### config.mk
export PLATFORM = sky130hd
export DESIGN_NAME = utq_top
export DESIGN_NICKNAME = d
export VERILOG_FILES = /design/src/core/utq_pkg.sv /design/src/core/utq_top.sv /design/src/core/utq_receiver.sv
export VERILOG_INCLUDE_DIRS = /design/src /design/src/core
export SDC_FILE = /design/constraint.sdc
export NUM_CORES = 1
export LEC_CHECK = 0
export ABC_AREA = 1
export BUFFER_PORTS_ARGS = -buffer_cell sky130_fd_sc_hd__buf_4
export CAP_MARGIN = 0
export CORE_ASPECT_RATIO = 0.5
export CORE_UTILIZATION = 25
export CTS_CLUSTER_DIAMETER = 100
export CTS_CLUSTER_SIZE = 10
export DETAILED_ROUTE_END_ITERATION = 10
export HOLD_SLACK_MARGIN = 0.15
export PLACE_DENSITY = 0.44
export RECOVER_POWER = 100
export SLEW_MARGIN = 10
export SYNTH_ARGS = -nofsm -noshare
export SYNTH_HDL_FRONTEND = slang
export SYNTH_SLANG_ARGS = --single-unit
### constraint.sdc
create_clock -name CORE_CLK -period 2.7 [get_ports CORE_CLK]
set_clock_uncertainty 0.1 [all_clocks]
set_input_delay 0.54 -clock CORE_CLK [delete_from_list [all_inputs] [get_ports CORE_CLK]]
set_output_delay 0.54 -clock CORE_CLK [all_outputs]
set_load 0.005 [all_outputs]
### src/core/utq_defs.svh
// Purpose: Register offsets, field positions and timing counts for the
//          serial transmit queue and receiver.
// Assumes: 10 MHz CORE_CLK, AXI4-Lite register access.
// Notes:   Definitions only.
`ifndef UTQ_DEFS_SVH
`define UTQ_DEFS_SVH

// ****************************************
// Register byte offsets
// ****************************************
`define UTQ_OFS_MODE 5'h00
`define UTQ_OFS_TXFLAG 5'h04
`define UTQ_OFS_TXBUF 5'h08
`define UTQ_OFS_RXBUF 5'h0C
`define UTQ_OFS_ERR 5'h10
`define UTQ_OFS_BAUD 5'h14

// ****************************************
// Mode register fields
// ****************************************
`define UTQ_MODE_UNIT_EN 7
`define UTQ_MODE_TX_EN 6
`define UTQ_MODE_RX_EN 5
`define UTQ_MODE_PAR_HI 4
`define UTQ_MODE_PAR_LO 3
`define UTQ_MODE_CHAR8 2
`define UTQ_MODE_STOP2 1
`define UTQ_MODE_ROUTE 0
`define UTQ_MODE_RESET 8'h01

// ****************************************
// Flag and error fields
// ****************************************
`define UTQ_FLAG_BUF_FULL 1
`define UTQ_FLAG_SHIFT_BUSY 0
`define UTQ_ERR_PARITY 2
`define UTQ_ERR_FRAMING 1
`define UTQ_ERR_OVERRUN 0

// ****************************************
// Parity types
// ****************************************
`define UTQ_PAR_NONE 2'h0
`define UTQ_PAR_ZERO 2'h1
`define UTQ_PAR_ODD 2'h2
`define UTQ_PAR_EVEN 2'h3

// ****************************************
// Timing
// ****************************************
`define UTQ_CLK_HZ 10000000
`define UTQ_BAUD_RESET 16'h0056
`define UTQ_BAUD_BPS 115200

`endif

### src/core/utq_pkg.sv
// Purpose: Types for the serial transmit queue and receiver.
// Assumes: Nothing beyond the defs header.
// Notes:   Types only.
package utq_pkg;
	typedef enum logic [1:0] {
		UTQ_RX_IDLE = 2'h0,
		UTQ_RX_START = 2'h1,
		UTQ_RX_DATA = 2'h3,
		UTQ_RX_STOP = 2'h2
	} utq_rx_e;
	typedef enum logic [1:0] {
		UTQ_TX_IDLE = 2'h0,
		UTQ_TX_SHIFT = 2'h1,
		UTQ_TX_STOP = 2'h3
	} utq_tx_e;
endpackage

### src/core/utq_top.sv
// Purpose: Double-buffered serial transmitter and receiver with
//          AXI4-Lite registers and three interrupt outputs.
// Assumes: Inputs synchronous to CORE_CLK; 10 MHz clock.
// Notes:   Baud divisor register sets clocks per bit minus one.
//
// Added by the designer: the register offsets and the AXI4-Lite slave port.
`timescale 1ns/1ps
`include "utq_defs.svh"
module utq_top
	import utq_pkg::*;
(
	// Clock and reset
	input wire logic CORE_CLK,
	input wire logic RST_N,
	// AXI4-Lite write address
	input wire logic [4:0] S_AXI_AWADDR,
	input wire logic S_AXI_AWVALID,
	output logic S_AXI_AWREADY,
	// AXI4-Lite write data
	input wire logic [31:0] S_AXI_WDATA,
	input wire logic [3:0] S_AXI_WSTRB,
	input wire logic S_AXI_WVALID,
	output logic S_AXI_WREADY,
	// AXI4-Lite write response
	output logic [1:0] S_AXI_BRESP,
	output logic S_AXI_BVALID,
	input wire logic S_AXI_BREADY,
	// AXI4-Lite read address
	input wire logic [4:0] S_AXI_ARADDR,
	input wire logic S_AXI_ARVALID,
	output logic S_AXI_ARREADY,
	// AXI4-Lite read data
	output logic [31:0] S_AXI_RDATA,
	output logic [1:0] S_AXI_RRESP,
	output logic S_AXI_RVALID,
	input wire logic S_AXI_RREADY,
	// Serial line
	input wire logic SERIAL_RECEIVE_PIN,
	output logic SERIAL_TRANSMIT_PIN,
	// Interrupts
	output logic RX_COMPLETE_IRQ,
	output logic RX_ERROR_IRQ,
	output logic TX_COMPLETE_IRQ
);
	logic [7:0] serial_mode_register_r;
	logic [15:0] baud_r;
	logic [7:0] transmit_buffer_r;
	logic [7:0] receive_buffer_r;
	logic [2:0] rx_error_status_register_r;
	logic tx_buffer_full_flag_r;
	logic tx_shift_busy_flag_r;
	logic rx_unread_r;
	logic aw_hold_r;
	logic w_hold_r;
	logic [4:0] awaddr_r;
	logic [31:0] wdata_r;
	logic [3:0] wstrb_r;
	logic wr_go;
	logic rd_go;
	logic rd_err;
	logic rd_rxbuf;
	logic tx_write;
	utq_tx_e tx_state_r;
	logic [15:0] tx_cnt_r;
	logic [3:0] tx_bit_r;
	logic [8:0] tx_shift_r;
	logic [3:0] tx_nbits;
	logic [7:0] tx_char;
	logic tx_stop_left_r;
	logic unit_en;
	logic tx_en;
	logic rx_en;
	logic route;
	logic rx_done;
	logic [7:0] rx_data;
	logic rx_par;
	logic rx_frm;
	logic rx_ovr;
	logic rx_any_err;

	function automatic logic hit(input logic [4:0] a, input logic [4:0] o);
		hit = (a[4:2] == o[4:2]);
	endfunction

	assign unit_en = serial_mode_register_r[`UTQ_MODE_UNIT_EN];
	assign tx_en = unit_en && serial_mode_register_r[`UTQ_MODE_TX_EN];
	assign rx_en = unit_en && serial_mode_register_r[`UTQ_MODE_RX_EN];
	assign route = serial_mode_register_r[`UTQ_MODE_ROUTE];

	// ****************************************
	// AXI4-Lite slave
	// ****************************************
	assign wr_go = aw_hold_r && w_hold_r && !S_AXI_BVALID;
	assign rd_go = S_AXI_ARVALID && S_AXI_ARREADY;
	assign rd_err = rd_go && hit(S_AXI_ARADDR, `UTQ_OFS_ERR);
	assign rd_rxbuf = rd_go && hit(S_AXI_ARADDR, `UTQ_OFS_RXBUF);
	assign tx_write = wr_go && wstrb_r[0]
		&& hit(awaddr_r, `UTQ_OFS_TXBUF);

	always_ff @(posedge CORE_CLK or negedge RST_N) begin
		if (!RST_N) begin
			aw_hold_r <= 1'b0;
			w_hold_r <= 1'b0;
			awaddr_r <= 5'h00;
			wdata_r <= 32'h00000000;
			wstrb_r <= 4'h0;
			S_AXI_AWREADY <= 1'b0;
			S_AXI_WREADY <= 1'b0;
			S_AXI_BVALID <= 1'b0;
			S_AXI_BRESP <= 2'h0;
		end else begin
			S_AXI_AWREADY <= !aw_hold_r && !S_AXI_AWREADY
				&& S_AXI_AWVALID;
			S_AXI_WREADY <= !w_hold_r && !S_AXI_WREADY && S_AXI_WVALID;
			if (S_AXI_AWVALID && S_AXI_AWREADY) begin
				aw_hold_r <= 1'b1;
				awaddr_r <= S_AXI_AWADDR;
			end
			if (S_AXI_WVALID && S_AXI_WREADY) begin
				w_hold_r <= 1'b1;
				wdata_r <= S_AXI_WDATA;
				wstrb_r <= S_AXI_WSTRB;
			end
			if (wr_go) begin
				aw_hold_r <= 1'b0;
				w_hold_r <= 1'b0;
				S_AXI_BVALID <= 1'b1;
				S_AXI_BRESP <= (awaddr_r > `UTQ_OFS_BAUD) ? 2'h2 : 2'h0;
			end else if (S_AXI_BREADY) begin
				S_AXI_BVALID <= 1'b0;
			end
		end
	end

	always_ff @(posedge CORE_CLK or negedge RST_N) begin
		if (!RST_N) begin
			S_AXI_ARREADY <= 1'b0;
			S_AXI_RVALID <= 1'b0;
			S_AXI_RDATA <= 32'h00000000;
			S_AXI_RRESP <= 2'h0;
		end else begin
			S_AXI_ARREADY <= !S_AXI_ARREADY && !S_AXI_RVALID
				&& S_AXI_ARVALID;
			if (rd_go) begin
				S_AXI_RVALID <= 1'b1;
				S_AXI_RRESP <= 2'h0;
				S_AXI_RDATA <= 32'h00000000;
				case (S_AXI_ARADDR[4:2])
					3'h0: S_AXI_RDATA[7:0] <= serial_mode_register_r;
					3'h1: S_AXI_RDATA[1:0] <= {tx_buffer_full_flag_r,
						tx_shift_busy_flag_r};
					3'h2: S_AXI_RDATA[7:0] <= transmit_buffer_r;
					3'h3: S_AXI_RDATA[7:0] <= receive_buffer_r;
					3'h4: S_AXI_RDATA[2:0] <= rx_error_status_register_r;
					3'h5: S_AXI_RDATA[15:0] <= baud_r;
					default: S_AXI_RRESP <= 2'h2;
				endcase
			end else if (S_AXI_RREADY) begin
				S_AXI_RVALID <= 1'b0;
			end
		end
	end

	// ****************************************
	// Control registers
	// ****************************************
	always_ff @(posedge CORE_CLK or negedge RST_N) begin
		if (!RST_N) begin
			serial_mode_register_r <= `UTQ_MODE_RESET;
			baud_r <= `UTQ_BAUD_RESET;
		end else if (wr_go && wstrb_r[0]) begin
			if (hit(awaddr_r, `UTQ_OFS_MODE)) begin
				serial_mode_register_r <= wdata_r[7:0];
			end
			if (hit(awaddr_r, `UTQ_OFS_BAUD)) begin
				baud_r <= {wstrb_r[1] ? wdata_r[15:8] : baud_r[15:8],
					wdata_r[7:0]};
			end
		end
	end

	// ****************************************
	// Transmitter
	// ****************************************
	assign tx_nbits = (serial_mode_register_r[`UTQ_MODE_CHAR8] ? 4'h8 : 4'h7)
		+ {3'h0, serial_mode_register_r[4:3] != `UTQ_PAR_NONE};
	assign tx_char = transmit_buffer_r
		& (serial_mode_register_r[`UTQ_MODE_CHAR8] ? 8'hFF : 8'h7F);

	always_ff @(posedge CORE_CLK or negedge RST_N) begin
		if (!RST_N) begin
			tx_state_r <= UTQ_TX_IDLE;
			tx_cnt_r <= 16'h0000;
			tx_bit_r <= 4'h0;
			tx_shift_r <= 9'h000;
			tx_stop_left_r <= 1'b0;
			transmit_buffer_r <= 8'h00;
			tx_buffer_full_flag_r <= 1'b0;
			tx_shift_busy_flag_r <= 1'b0;
			SERIAL_TRANSMIT_PIN <= 1'b1;
			TX_COMPLETE_IRQ <= 1'b0;
		end else begin
			TX_COMPLETE_IRQ <= 1'b0;
			if (!tx_en) begin
				tx_state_r <= UTQ_TX_IDLE;
				tx_buffer_full_flag_r <= 1'b0;
				tx_shift_busy_flag_r <= 1'b0;
				SERIAL_TRANSMIT_PIN <= 1'b1;
			end else begin
				if (tx_write) begin
					transmit_buffer_r <= wdata_r[7:0];
					tx_buffer_full_flag_r <= 1'b1;
				end
				case (tx_state_r)
					UTQ_TX_IDLE: begin
						if (tx_buffer_full_flag_r) begin
							tx_state_r <= UTQ_TX_SHIFT;
							tx_buffer_full_flag_r <= tx_write;
							tx_shift_busy_flag_r <= 1'b1;
							SERIAL_TRANSMIT_PIN <= 1'b0;
							tx_shift_r <= {1'b0, tx_char};
							case (serial_mode_register_r[4:3])
								`UTQ_PAR_EVEN: tx_shift_r[tx_nbits - 4'h1]
									<= ^tx_char;
								`UTQ_PAR_ODD: tx_shift_r[tx_nbits - 4'h1]
									<= ~(^tx_char);
								default: ;
							endcase
							tx_cnt_r <= baud_r;
							tx_bit_r <= 4'h0;
						end
					end
					UTQ_TX_SHIFT: begin
						if (tx_cnt_r == 16'h0000) begin
							tx_cnt_r <= baud_r;
							if (tx_bit_r == tx_nbits) begin
								tx_state_r <= UTQ_TX_STOP;
								SERIAL_TRANSMIT_PIN <= 1'b1;
								tx_stop_left_r <=
									serial_mode_register_r[`UTQ_MODE_STOP2];
								if (!serial_mode_register_r[`UTQ_MODE_STOP2])
								begin
									TX_COMPLETE_IRQ <= 1'b1;
									tx_shift_busy_flag_r <=
										tx_buffer_full_flag_r;
								end
							end else begin
								SERIAL_TRANSMIT_PIN <= tx_shift_r[tx_bit_r];
								tx_bit_r <= tx_bit_r + 4'h1;
							end
						end else begin
							tx_cnt_r <= tx_cnt_r - 16'h0001;
						end
					end
					UTQ_TX_STOP: begin
						if (tx_cnt_r == 16'h0000) begin
							tx_cnt_r <= baud_r;
							if (tx_stop_left_r) begin
								tx_stop_left_r <= 1'b0;
								TX_COMPLETE_IRQ <= 1'b1;
								tx_shift_busy_flag_r <= tx_buffer_full_flag_r;
							end else begin
								tx_state_r <= UTQ_TX_IDLE;
							end
						end else begin
							tx_cnt_r <= tx_cnt_r - 16'h0001;
						end
					end
					default: tx_state_r <= UTQ_TX_IDLE;
				endcase
			end
		end
	end

	// ****************************************
	// Receiver and error reporting
	// ****************************************
	utq_receiver u_rx (
		.clk(CORE_CLK),
		.rst_n(RST_N),
		.enable_i(rx_en),
		.parity_i(serial_mode_register_r[4:3]),
		.char8_i(serial_mode_register_r[`UTQ_MODE_CHAR8]),
		.div_i(baud_r),
		.rxd_i(SERIAL_RECEIVE_PIN),
		.done_o(rx_done),
		.data_o(rx_data),
		.par_err_o(rx_par),
		.frm_err_o(rx_frm)
	);

	assign rx_ovr = rx_unread_r && !rd_rxbuf;
	assign rx_any_err = rx_par || rx_frm || rx_ovr;

	always_ff @(posedge CORE_CLK or negedge RST_N) begin
		if (!RST_N) begin
			receive_buffer_r <= 8'h00;
			rx_unread_r <= 1'b0;
			rx_error_status_register_r <= 3'h0;
			RX_COMPLETE_IRQ <= 1'b0;
			RX_ERROR_IRQ <= 1'b0;
		end else begin
			RX_COMPLETE_IRQ <= 1'b0;
			RX_ERROR_IRQ <= 1'b0;
			if (rd_rxbuf) begin
				rx_unread_r <= 1'b0;
			end
			if (rd_err) begin
				rx_error_status_register_r <= 3'h0;
			end
			if (rx_done && rx_en) begin
				if (!rx_ovr) begin
					receive_buffer_r <= rx_data;
					rx_unread_r <= 1'b1;
				end
				rx_error_status_register_r <=
					(rd_err ? 3'h0 : rx_error_status_register_r)
					| {rx_par, rx_frm, rx_ovr};
				if (rx_any_err && !route) begin
					RX_ERROR_IRQ <= 1'b1;
				end else begin
					RX_COMPLETE_IRQ <= 1'b1;
				end
			end
		end
	end
endmodule

### src/core/utq_receiver.sv
// Purpose: Serial receiver: start detection, shift, stop check, errors.
// Assumes: Serial line synchronous to clk; one bit is div_i+1 clocks.
// Notes:   Reports frame end as one-cycle pulses with error bits.
`timescale 1ns/1ps
`include "utq_defs.svh"
module utq_receiver
	import utq_pkg::*;
(
	// Clock and reset
	input wire logic clk,
	input wire logic rst_n,
	// Configuration
	input wire logic enable_i,
	input wire logic [1:0] parity_i,
	input wire logic char8_i,
	input wire logic [15:0] div_i,
	// Line
	input wire logic rxd_i,
	// Frame result
	output logic done_o,
	output logic [7:0] data_o,
	output logic par_err_o,
	output logic frm_err_o
);
	utq_rx_e state_r;
	logic [15:0] cnt_r;
	logic [3:0] bit_r;
	logic [8:0] shift_r;
	logic tick;
	logic [3:0] nbits;
	logic has_par;
	logic par_bad;

	assign tick = (cnt_r == 16'h0000);
	assign has_par = (parity_i != `UTQ_PAR_NONE);
	assign nbits = (char8_i ? 4'h8 : 4'h7) + {3'h0, has_par};
	always_comb begin
		par_bad = 1'b0;
		if (parity_i == `UTQ_PAR_EVEN) begin
			par_bad = ^shift_r;
		end else if (parity_i == `UTQ_PAR_ODD) begin
			par_bad = ~(^shift_r);
		end
	end

	// ****************************************
	// Frame sequencer
	// ****************************************
	always_ff @(posedge clk or negedge rst_n) begin
		if (!rst_n) begin
			state_r <= UTQ_RX_IDLE;
			cnt_r <= 16'h0000;
			bit_r <= 4'h0;
			shift_r <= 9'h000;
			done_o <= 1'b0;
			data_o <= 8'h00;
			par_err_o <= 1'b0;
			frm_err_o <= 1'b0;
		end else begin
			done_o <= 1'b0;
			if (!enable_i) begin
				state_r <= UTQ_RX_IDLE;
			end else begin
				case (state_r)
					UTQ_RX_IDLE: begin
						if (!rxd_i) begin
							state_r <= UTQ_RX_START;
							cnt_r <= {1'b0, div_i[15:1]};
						end
					end
					UTQ_RX_START: begin
						if (tick) begin
							cnt_r <= div_i;
							bit_r <= 4'h0;
							shift_r <= 9'h000;
							state_r <= rxd_i ? UTQ_RX_IDLE : UTQ_RX_DATA;
						end else begin
							cnt_r <= cnt_r - 16'h0001;
						end
					end
					UTQ_RX_DATA: begin
						if (tick) begin
							cnt_r <= div_i;
							shift_r[bit_r] <= rxd_i;
							bit_r <= bit_r + 4'h1;
							if (bit_r == nbits - 4'h1) begin
								state_r <= UTQ_RX_STOP;
							end
						end else begin
							cnt_r <= cnt_r - 16'h0001;
						end
					end
					UTQ_RX_STOP: begin
						if (tick) begin
							state_r <= UTQ_RX_IDLE;
							done_o <= 1'b1;
							data_o <= char8_i ? shift_r[7:0]
								: {1'b0, shift_r[6:0]};
							par_err_o <= has_par && par_bad;
							frm_err_o <= !rxd_i;
						end else begin
							cnt_r <= cnt_r - 16'h0001;
						end
					end
					default: state_r <= UTQ_RX_IDLE;
				endcase
			end
		end
	end
endmodule

After elaboration in Yosys (flattened, before gate mapping)
Cells that the tools add are included.

Output and inout bits: 45. Register bits: 174. Input bits: 54. Word-level logic and storage cells: 267.

Reduce and logical (&&, ||, !) cells: 71. Bitwise gates (word level): 5. Magnitude comparators: 6. Equality and inequality tests: 39. Multiplexer cells: 101. Add/sub/neg operators: 6.

Operator list (count): $mux W16 (5); $pmux W16 S3 (1); $mux W1 (47); $pmux W9 S2 (2); $logic_not A16 Y1 (2); $pmux W16 S2 (1); $sub A16 B1 Y16 const B (2); $mux W2 (15); $bwmux W9 (3); $mux W4 (6); $mux W8 (3); $ne A3 B3 Y1 const B (8); $logic_and A1 B1 Y1 (23); $pmux W5 S4 (1); $reduce_and A5 Y1 (4); $mux W9 (2); $reduce_and A3 Y1 (6); $reduce_bool A2 Y1 (9); $pmux W4 S2 (2); $lt A4 B5 Y1 const B (3); $ne A2 B2 Y1 const B (7); $ne A3 B2 Y1 const B (4); $pmux W2 S6 (1); $eq A2 B2 Y1 const B (5); other kinds (35) (66).

Depth between registers and ports, before layout
Gate-level depths: netlist (run 1).

Depth after elaboration: 9. Depth in mapped cells: 12. Mapped depth without buffers: 12.

Cells and area by module
From an unflattened synthesis (run 1), not the netlist that was laid out.

Cell total of the unflattened synthesis: 1302. Area total of the unflattened synthesis: 9736.8 sq um.

Modules (own cells, without submodules): utq_top (cells each 873, area each 6821.5 sq um, seq. area each 3260.6 sq um, times used 1); utq_receiver (cells each 429, area each 2915.3 sq um, seq. area each 1051.0 sq um, times used 1).

Worst setup path before layout (run 1)
OpenSTA, ideal clock, no wires.

Path type: register -> register. Start: register serial_mode_register_r[2]. End: register tx_state_r[0]. Library setup time: 117 ps. Data arrival time: 1497 ps. Clock period less this slack: 1714 ps. Setup slack: 986 ps. Stages on the path, launching flop included: 10. Required time: 2483 ps. Cells stage by stage: dfrtp_1 > inv_1 > ha_1 > xor2_1 > nand3_1 > nand2_1 > nand3_1 > nand2_1 > nand2_1 > nand2_1.

Word-level cells in the longest chain between the ends: 5.

RTL lines: start: declaration (line utq_top.sv:45) `logic [7:0] serial_mode_register_r;`; start signal: assignment (line utq_top.sv:169) `` serial_mode_register_r <= `UTQ_MODE_RESET; ``; start signal: assignment (line utq_top.sv:173) `serial_mode_register_r <= wdata_r[7:0];`; $mux W4 (line utq_top.sv:185) `` assign tx_nbits = (serial_mode_register_r[`UTQ_MODE_CHAR8] ? 4'h8 : 4'h7) ``; $add A4 B1 Y4 (line utq_top.sv:185); $eq A4 B4 Y1 (line utq_top.sv:236) `if (tx_bit_r == tx_nbits) begin`; $ne A3 B3 Y1 (no source line); $reduce_and A5 Y1 (no source line); end signal: assignment (line utq_top.sv:192) `tx_state_r <= UTQ_TX_IDLE;`; end signal: assignment (line utq_top.sv:205) `tx_state_r <= UTQ_TX_IDLE;`; end signal: assignment (line utq_top.sv:237) `tx_state_r <= UTQ_TX_STOP;`; end: declaration (line utq_top.sv:63) `utq_tx_e tx_state_r;`.

Every way passes these cells. A chain may end at the register's enable or synchronous reset.

Worst setup path after layout (run 1)
Start: register u_rx.cnt_r[0]. End: register u_rx.cnt_r[4].

Word-level cells in the longest chain between the ends: 3. Elaborated cells between the ends (all ways): 7.

RTL lines: start: declaration (line utq_receiver.sv:26) `logic [15:0] cnt_r;`; start signal: assignment (line utq_receiver.sv:68) `cnt_r <= {1'b0, div_i[15:1]};`; start signal: assignment (line utq_receiver.sv:73) `cnt_r <= div_i;`; start signal: assignment (line utq_receiver.sv:78) `cnt_r <= cnt_r - 16'h0001;`; $sub A16 B1 Y16 / $logic_not A16 Y1 (equally long branches); $mux W16, or another cell as far along (line utq_receiver.sv:94) `if (tick) begin`; $pmux W16 S3 / $reduce_and A3 Y1 (equally long branches).

Parallel ways exist; a longest one is shown, timed or not. The select of a mux whose other input is x is not followed.

==> results of run 1 <==
## final cells by class
| cell class | count | area, um^2 |
|---|---|---|
| tap | 484 | 605.6 |
| clock buffer | 22 | 474.2 |
| multi-input combinational | 902 | 4248 |
| fill | 3975 | 25510 |
| clock inverter | 10 | 162.7 |
| timing repair buffer | 78 | 578.1 |
| inverter | 139 | 523.0 |
| sequential | 172 | 4312 |
## worst reg2reg max path, stage by stage, from the launching register on
cell,delay (ns)
dfrtp_1,0.42
inv_1,0.11
ha_1,0.17
nand3_1,0.08
nor2_1,0.24
nand3_1,0.28
buf_4,0.32
nand2_1,0.14
inv_1,0.11
nand2_1,0.08
a21oi_1,0.06
## power by group
group	switching (mW)	internal, mW
sequential	0.385	3.05
combinational	1.74	0.892
clock	1.08	1.62
total	3.21	5.57
## per-layer routing
layer | up-vias | share of wire | GRT usage
met2 | 144 | 0.43 | 0.2163
li1 | 4067 | - | -
met1 | 3787 | 0.51 | 0.2012
met4 | 0 | 0.019 | 0.04251
met5 | - | 0 | 0
met3 | 26 | 0.045 | 0.03670
## sequential cells by signal, indices dropped and copies added (netlist names), 2 cells and up
name and flops:
serial_mode_register_r 8, u_rx.bit_r 4, S_AXI_RDATA 16, wdata_r 16, u_rx.cnt_r 16, baud_r 16, wstrb_r 2, rx_error_status_register_r 3
u_rx.shift_r 9, tx_bit_r 4, u_rx.state_r 2, transmit_buffer_r 8, u_rx.data_o 8, receive_buffer_r 8, awaddr_r 5, tx_shift_r 9
tx_state_r 2, tx_cnt_r 16
## stage by stage
stage / power [mW] / worst slack [ns] / instance area, um^2
floorplan: 5.319 / 0.9865 / 9429
global placement: 6.209 / 0.6548 / 10340
detailed placement: 6.240 / 0.6198 / 10340
CTS: 9.005 / 0.5965 / 10980
global route: 9.439 / 0.2466 / 10900
finish: 8.773 / 0.4871 / 10900
## synthesized netlist by cell type (2+ instances only)
| cell | n | area [um^2] |
|---|---|---|
| o211ai_1 | 6 | 45.04 |
| dfrtp_1 | 166 | 4154 |
| inv_1 | 130 | 488.0 |
| nand3_1 | 77 | 385.4 |
| nor3b_1 | 2 | 15.01 |
| buf_6 | 3 | 33.78 |
| nand3b_1 | 7 | 52.55 |
| a21oi_1 | 27 | 135.1 |
| nor3_1 | 10 | 50.05 |
| buf_2 | 9 | 45.04 |
| o22ai_1 | 3 | 18.77 |
| and2_1 | 2 | 12.51 |
| o31ai_1 | 9 | 67.56 |
| o21ai_0 | 98 | 490.5 |
| clkinv_1 | 3 | 11.26 |
| buf_4 | 21 | 157.7 |
| dfstp_2 | 6 | 157.7 |
| o21ai_1 | 30 | 150.1 |
| o2111ai_1 | 4 | 35.03 |
| nand4_1 | 17 | 106.4 |
| nor2_8 | 2 | 40.04 |
| nand2_2 | 8 | 50.05 |
| o21ai_2 | 5 | 43.79 |
| nor2_4 | 2 | 22.52 |
| inv_2 | 5 | 18.77 |
| clkbuf_1 | 18 | 67.56 |
| nor2_1 | 136 | 510.5 |
| nand3_2 | 2 | 20.02 |
| xor2_1 | 17 | 148.9 |
| ha_1 | 17 | 212.7 |
| nand2_1 | 382 | 1434 |
| xnor2_1 | 7 | 61.31 |
| nor2_2 | 4 | 25.02 |
## what timing repair did
item	4_1_cts	5_1_grt
buffers inserted	0	0
hold buffers	1	0
endpoints found under the setup margin	0	0
endpoints found under the hold margin	43	0
## cells by family after synthesis
group | Yosys count
AO/OA/AOI/OAI | 188
multiplexers | 1
AND/OR/NAND/NOR | 654
adder cells (fa/ha/maj) | 17
buffers and inverters | 190
flip-flops | 172
XOR/XNOR | 24
other | 1
## worst max path at each step
stage                              start              to  cells after the start
2_1_floorplan  serial_mode_register_r[2]   tx_state_r[0]                      9
3_3_place_gp   serial_mode_register_r[3]   tx_state_r[1]                      9
3_5_place_dp   serial_mode_register_r[3]     tx_bit_r[0]                      6
4_1_cts        serial_mode_register_r[3]     tx_bit_r[0]                      6
5_1_grt                    u_rx.cnt_r[0]  u_rx.data_o[6]                      9
6_report                   u_rx.cnt_r[0]   u_rx.cnt_r[4]                     10
==> flow_summary.ini, run 1 <==
[placement]
place.gp.congestion = 0.8626
dp_hpwl_um = 19640
portBuffers = 60
placed_cells = 1774

[detailed_routing]
drtIter0Drc = 519
drcViolationCount = 0
ant_nets = 0
via_per_inst = 4.441
firstDrtPassIters = 5
vias = 8024
drt_wl_total_um = 26440
avgRoutedWirePerCell_um = 14.63

[timing]
fmax_mhz = 451.9
fin_hold_ws_ns = 0.1737
setup_tns_ns = 0
fin_crit_sh = 0.8196
worstMarginPinSlew_ns = 1.351
hold_violations = 0
slew_headroom = 0.09947
rsz0062_at_grt = no
period_minus_slack_ns = 2.213
setup_violations = 0
final-max-slew-violation-count = 0

[worst_setup_path]
critPathRequiredTime_ns = 2.93
path_delay_family = simple AND/OR/NAND/NOR gates
rrSetupSlack_ns = 0.49
reg2reg_from = u_rx.cnt_r[0]
crit_fanout = 22
cp.buffers_inverters = 3
critPathLaunchType = flop
critPathMaxStageDelay_ns = 0.42
worstSetupPathType = reg -> reg
cp_cell_sequence = inv_1 -> ha_1 -> nand3_1 -> nor2_1 -> nand3_1 -> buf_4 -> nand2_1 -> inv_1 -> nand2_1 -> a21oi_1
rr_endpoint = u_rx.cnt_r[4]
cp_slowest_cell = dfrtp_1
critPathCaptureType = flop
arrival_ns = 2.44
reg2reg_depth = 10

[floorplanning]
die_h_um = 138.9
dieArea_um2 = 38290
pin_count = 99
num_rows = 49
fp.dieW_um = 275.7
core_area_um2 = 36420
start_util = 0.2572

[grt]
antenna_found_initial = 0
grt_overflow = 0
track_usage = 0.1436
grt_pass1_wl_um = 42680
grt_pass1_vias = 7722
grt_max_degree = 69

[hold_path]
min_path_type = in -> reg
hp-start = S_AXI_BREADY
hold_path_depth = 2
holdPathEnd = S_AXI_BVALID

[yosys]
muxShareOfSynthArea = 0.001202
synth_area_per_cell_um2 = 7.510
ys_warn_count = 0
yosys.area_share.xor_xnor = 0.02244
synth_cell_types = 45
synthSimpleGateAreaFrac = 0.2941
synth_edf_count = 0
yosysSeqAreaShare = 0.4604
synth_compound_area_frac = 0.1105
ys_async_sr_fraction = 1.000
synth_fa_ha_area_frac = 0.02271
yosys_most_used_dff = dfrtp_1
synth_top_family_by_area = simple AND/OR/NAND/NOR gates
syn-cell-area_um2 = 9365
postSynthCellCount = 1247
ys_seq_elements = 172

[cells_and_area]
n_antenna_cell = 0
nets = 1381
syn_to_final_growth_pct = 16.42
layout_common_cells = nand2_1, dfrtp_1, nor2_1
final_util = 0.2994
final_common_cell = nand2_1
post_route_cells_drive_above_1_share = 0.09524
final_cells = 1807

[clock_network]
insertion_delay_ns = 0.44
clockBufferDepth = 2
ctsResizeCount = 0
clk_pin_slew_ns = 0.07
numCtsBuffers = 17
clock_sinks = 172
root_buffer = clkbuf_16
cts_tree = yes
cts_max_level = 4

[power]
leakage_nw = 5.370
ir_drop_uv = 470.3
power_density_nw_per_um2 = 804.6

[flow_run]
drv_cap = 0

[status]
status = completed
Note: power is estimated with default switching activity, not from simulation.
==> run 2, diff against run 1 <==
--- a/config.mk
+++ b/config.mk
@@ -6,7 +6,7 @@
 export SDC_FILE = /design/constraint.sdc
 export NUM_CORES = 1
 export LEC_CHECK = 0
-export ABC_AREA = 1
+export ABC_AREA = 0
 export BUFFER_PORTS_ARGS = -buffer_cell sky130_fd_sc_hd__buf_4
 export CAP_MARGIN = 0
 export CORE_ASPECT_RATIO = 0.5
==> constraint.sdc (replaced) <==
create_clock -name CORE_CLK -period 2.2 [get_ports CORE_CLK]
set_clock_uncertainty 0.1 [all_clocks]
set_input_delay 0.44 -clock CORE_CLK [delete_from_list [all_inputs] [get_ports CORE_CLK]]
set_output_delay 0.44 -clock CORE_CLK [all_outputs]
set_load 0.005 [all_outputs]
==> run 2 against run 1 <==
Compared with the run above:
- fmax increased by 3.4%
- hold slack improved by 0.0032 ns
- critical endpoint is now tx_bit_r[2]
- critical path depth decreased by 2
- core utilization increased by 2.7 points
- combinational power increased by 5%
- die area decreased by 3.7%
- critical path type unchanged
- setup slack got worse by 0.43 ns
- final cell count decreased by 17%
- clock power increased by 4%
- global-route usage decreased by 0.25 points
- largest power group unchanged
- power increased by 13%
==> flow_summary.ini, run 2 <==
[worst_setup_path]
crit_fanout = 7
rrSetupSlack_ns = 0.06
critPathRequiredTime_ns = 2.47
cp_slowest_cell = or4_1
cp_cell_sequence = or2_4 -> inv_4 -> ha_4 -> xor2_2 -> o211ai_4 -> a21oi_4 -> or4_1 -> a21oi_1
reg2reg_from = serial_mode_register_r[4]
path_delay_family = simple AND/OR/NAND/NOR gates
critPathLaunchType = flop
cp.buffers_inverters = 1
reg2reg_depth = 8
critPathMaxStageDelay_ns = 0.47
critPathCaptureType = flop
worstSetupPathType = reg -> reg
rr_endpoint = tx_bit_r[2]
arrival_ns = 2.41

[placement]
portBuffers = 60
dpl_cell_area_um2 = 10460
place.gp.congestion = 0.8754
dp_hpwl_um = 18400

[detailed_routing]
vias = 7131
ant_nets = 0
drtIter0Drc = 437
avgRoutedWirePerCell_um = 16.78
firstDrtPassIters = 5
drcViolationCount = 0
via_per_inst = 4.738
drt_wl_total_um = 25250

[yosys]
yosys_most_used_dff = dfrtp_1
yosysTopAreaCellShare = 0.4610
ys_async_sr_fraction = 1.000
yosysMostFrequentCell = dfrtp_1
synth_cell_types = 78
yosysSeqAreaShare = 0.4785
syn-cell-area_um2 = 9011
synth.area.top_cells = dfrtp_1, mux2_2, o21ai_0, nand2_1, ha_1
synth_edf_count = 0
synth_top_area_cell = dfrtp_1
ys_seq_elements = 172
ys_warn_count = 0
synth_area_per_cell_um2 = 10.39
netlist_top_cells_count = dfrtp_1, nand2_1, o21ai_0, mux2_2, nor2_1
postSynthCellCount = 867

[hold_path]
holdPathEnd = S_AXI_WREADY
min_path_type = in -> reg
hp-start = S_AXI_WVALID
hold_path_depth = 2

[timing]
period_minus_slack_ns = 2.141
fin_hold_ws_ns = 0.1768
setup_violations = 0
fmax_mhz = 467.1
final-max-slew-violation-count = 0
worstMarginPinSlew_ns = 1.248
rsz0062_at_grt = yes
fin_crit_sh = 0.9731
slew_headroom = 0.1679
hold_violations = 0

[flow_run]
drv_cap = 0

[clock_network]
root_buffer = clkbuf_16
numCtsBuffers = 17
clock_sinks = 172
cts_tree = yes
insertion_delay_ns = 0.44
clockBufferDepth = 2
clk_pin_slew_ns = 0.07
cts_max_level = 4

[grt]
grt_pass1_vias = 7062
antenna_found_initial = 0
grt_overflow = 0
track_usage = 0.1410
grt_max_degree = 43
grt_pass1_wl_um = 39920

[cells_and_area]
layout_common_cells = dfrtp_1, buf_4, nand2_1
final_util = 0.3264
post_route_cells_drive_above_1_share = 0.2961
fin_area_um2 = 11410
final_common_cell = dfrtp_1
n_antenna_cell = 0
syn_to_final_growth_pct = 26.59
nets = 1088

[status]
status = completed

[floorplanning]
die_h_um = 136.2
start_util = 0.2578
dieArea_um2 = 36850
pin_count = 99
fp.dieW_um = 270.5
core_area_um2 = 34950
num_rows = 48

[power]
power_density_nw_per_um2 = 866.2
leakage_nw = 4.997
ir_drop_uv = 577.3
## run 2: cell count changes in the layout (fill, tap and decap cells not counted), sizes merged, moves of 12 or more
cell         before  now
a21oi            28   43
a22o              0   16
buf              43  105
dlygate4sd3       1   27
inv             135   22
mux2              1   81
nand2           390  101
nand3            80   20
nor2            144   45
nor3             10   22
o21ai           133   84
xor2             17    5
## run 2: worst max path at each step
stage	to	slack (ns)	cells past startpoint	startpoint
3_3_place_gp	u_rx.shift_r[8]	-0.07	7	u_rx.cnt_r[1]
6_report	tx_bit_r[2]	0.06	8	serial_mode_register_r[4]
3_5_place_dp	u_rx.shift_r[6]	-0.13	7	u_rx.cnt_r[1]
4_1_cts	tx_state_r[0]	0.01	9	tx_cnt_r[1]
2_1_floorplan	u_rx.shift_r[2]	0.009	8	u_rx.cnt_r[0]
5_1_grt	tx_state_r[0]	-0.02	7	tx_state_r[0]
## run 2: final cells by class
| cell class | instances | area, um^2 |
|---|---|---|
| multi-input combinational | 636 | 4544 |
| sequential | 172 | 4312 |
| timing repair buffer | 170 | 1348 |
| inverter | 20 | 77.57 |
| tap | 475 | 594.3 |
| clock inverter | 8 | 60.06 |
| fill | 3622 | 23550 |
| clock buffer | 24 | 471.7 |
## run 2: cells by family (layout without fill, tap and decap cells)
logic type	after synthesis	after routing	synth area share
xor+xnor	21	21	0.02041
fa+ha+maj	17	17	0.02360
simple gates	271	271	0.1559
mux	92	92	0.1211
buf+inv	76	222	0.04263
other cells	1	18	0.0004162
compound gates	217	217	0.1575
flops	172	172	0.4785
## run 2: timing repair
item                                    4_1_cts  5_1_grt
hold buffers                                 27        0
pin swaps                                     3       11
resized for setup                             2       29
endpoints found under the setup margin       14       49
buffers inserted                              1        4
hold endpoints to repair                     60        0
## run 2: report_power, final
group	leakage (nW)	internal (mW)	switching (mW)
clock	0.255	1.51	1.31
combinational	2.44	1.34	1.42
sequential	2.30	3.70	0.607
total	5.00	6.55	3.33
## run 2: metal layers
layer  track usage  vias up  routed length [um]
met5             0        -                   0
met4       0.05179        0                 462
met3       0.03267       25                 946
met2        0.2170      121               11140
met1        0.1930     3565               12690
li1              -     3420                   -
## run 2: per-stage QoR
stage | setup slack, ns | TNS, ns | instances | power, mW
after floorplan | 0.009274 | 0 | 884 | 5.765
after global placement | -0.06574 | -0.5321 | 1441 | 6.927
after detailed placement | -0.1310 | -1.170 | 1441 | 6.971
after CTS | 0.01075 | 0 | 1501 | 9.909
after global routing | -0.02290 | -0.03132 | 1505 | 10.49
final | 0.05909 | 0 | 1505 | 9.880
==> run 3, diff against run 2 <==
--- a/config.mk
+++ b/config.mk
@@ -11,9 +11,11 @@
 export CAP_MARGIN = 0
 export CORE_ASPECT_RATIO = 0.5
 export CORE_UTILIZATION = 25
+export CTS_BUF_LIST = sky130_fd_sc_hd__clkbuf_8
 export CTS_CLUSTER_DIAMETER = 100
 export CTS_CLUSTER_SIZE = 10
 export DETAILED_ROUTE_END_ITERATION = 10
+export GPL_TIMING_DRIVEN = 0
 export HOLD_SLACK_MARGIN = 0.15
 export PLACE_DENSITY = 0.44
 export RECOVER_POWER = 100
==> run 3 against run 2 <==
Compared with the run above:
- critical path depth is the same
- sequential share of layout area shrank 0.14 points
- core utilization grew 0.19 points
- global-route usage grew 0.45 points
- routed wire length grew 3.6%
- register-to-register slack lost 0.02 ns
- hold slack gained 0.11 ns
==> flow_summary.ini, run 3 (synthesis gave the netlist of run 2 again) <==
[detailed_routing]
avgRoutedWirePerCell_um = 17.28
drt_wl_total_um = 26160
vias = 7305
ant_nets = 0
drcViolationCount = 0
via_per_inst = 4.825
drtIter0Drc = 491
firstDrtPassIters = 5

[timing]
period_minus_slack_ns = 2.159
fmax_mhz = 463.1
setup_tns_ns = 0
setup_violations = 0
fin_crit_sh = 0.9815
worstMarginPinSlew_ns = 1.290
rsz0062_at_grt = yes
fin_ws_ns = 0.04073
fin_hold_ws_ns = 0.2891
hold_violations = 0
final-max-slew-violation-count = 0
slew_headroom = 0.1401

[worst_setup_path]
critPathRequiredTime_ns = 2.53
critPathCaptureType = flop
crit_fanout = 6
critPathLaunchType = flop
arrival_ns = 2.49
worstSetupPathType = reg -> reg

[floorplanning]
dieArea_um2 = 36850
fp.dieW_um = 270.5
num_rows = 48
core_area_um2 = 34950
pin_count = 99
die_h_um = 136.2
start_util = 0.2578

[cells_and_area]
nets = 1097
n_antenna_cell = 0
post_route_cells_drive_above_1_share = 0.3090
fin_area_um2 = 11470
syn_to_final_growth_pct = 27.34
final_common_cell = dfrtp_1
layout_common_cells = dfrtp_1, nand2_1, o21ai_0
final_cells = 1514

[power]
power_density_nw_per_um2 = 828.3
leakage_nw = 4.984
ir_drop_uv = 414.9

[grt]
grt_overflow = 0
antenna_found_initial = 0
grt_max_degree = 90
grt_pass1_vias = 7095
grt_pass1_wl_um = 41290
track_usage = 0.1456

[clock_network]
numCtsBuffers = 17
root_buffer = clkbuf_8
cts_tree = yes
clock_sinks = 172
cts_max_level = 4
insertion_delay_ns = 0.49
clockBufferDepth = 2
clk_pin_slew_ns = 0.11

[placement]
place.gp.congestion = 0.8602
dpl_worst_slack_ns = -0.6140
portBuffers = 58
dp_hpwl_um = 18340
dpl_cell_area_um2 = 10160
placed_cells = 1418

[status]
status = completed

[hold_path]
min_path_type = in -> reg

[flow_run]
drv_cap = 0
run 3: final timing paths:
path	to	cells past startpoint	slack, ns	start
setup reg to reg	tx_bit_r[2]	8	0.04	serial_mode_register_r[3]
min in group asynchronous	S_AXI_BRESP[1]	2	0.67	RST_N
max in group asynchronous	u_rx.cnt_r[8]	3	0.22	RST_N
setup / recovery	tx_bit_r[2]	8	0.04	serial_mode_register_r[3]
hold / removal	rx_unread_r	4	0.29	S_AXI_ARADDR[2]
hold reg to reg	S_AXI_ARREADY	1	0.37	S_AXI_RVALID
run 3: area by class of cell:
type / instances / area [um^2]
Multi-Input combinational cell: 636 / 4656
Clock buffer: 19 / 261.5
Timing Repair Buffer: 128 / 1082
Tap cell: 475 / 594.3
Buffer: 51 / 327.8
Sequential cell: 172 / 4322
Fill cell: 3598 / 23480
Inverter: 20 / 77.57
Clock inverter: 13 / 153.9
run 3: repair_timing:
item | 4_1_cts | 5_1_grt
pin swaps | 17 | 17
endpoints found under the setup margin | 97 | 80
hold endpoints to repair | 116 | 0
gates cloned | 1 | 1
gates resized for setup | 48 | 58
buffers inserted | 22 | 15
hold buffers | 30 | 0
run 3: power by group:
| part | internal, mW | switching, mW | total, mW |
|---|---|---|---|
| clock network | 1.10 | 1.31 | 2.41 |
| logic | 1.33 | 1.41 | 2.74 |
| registers | 3.70 | 0.658 | 4.36 |
| total | 6.12 | 3.38 | 9.50 |
run 3: metal layers:
layer  share of wire  vias up  GRT usage
met4           0.013        0    0.03923
met2            0.45      176     0.2225
li1                -     3433          -
met5               0        -          0
met1            0.49     3675     0.2050
met3           0.044       21    0.03426
run 3: metrics by stage:
| step | util | power, mW |
|---|---|---|
| 3_3_place_gp | 0.2897 | 6.680 |
| 6_report | 0.3283 | 9.504 |
| 5_1_grt | 0.3283 | 10.10 |
| 4_1_cts | 0.3208 | 9.517 |
| 2_1_floorplan | - | 5.765 |
| 3_5_place_dp | 0.2907 | 6.748 |
run 3: critical path, cell delays in order, from the launching register on:
cell      delay, ns
dfrtp_2        0.42
or2_4          0.24
inv_4          0.07
ha_4           0.21
xor2_2         0.15
o211ai_4       0.15
a21oi_4        0.13
or4_4          0.50
a21oi_2        0.13
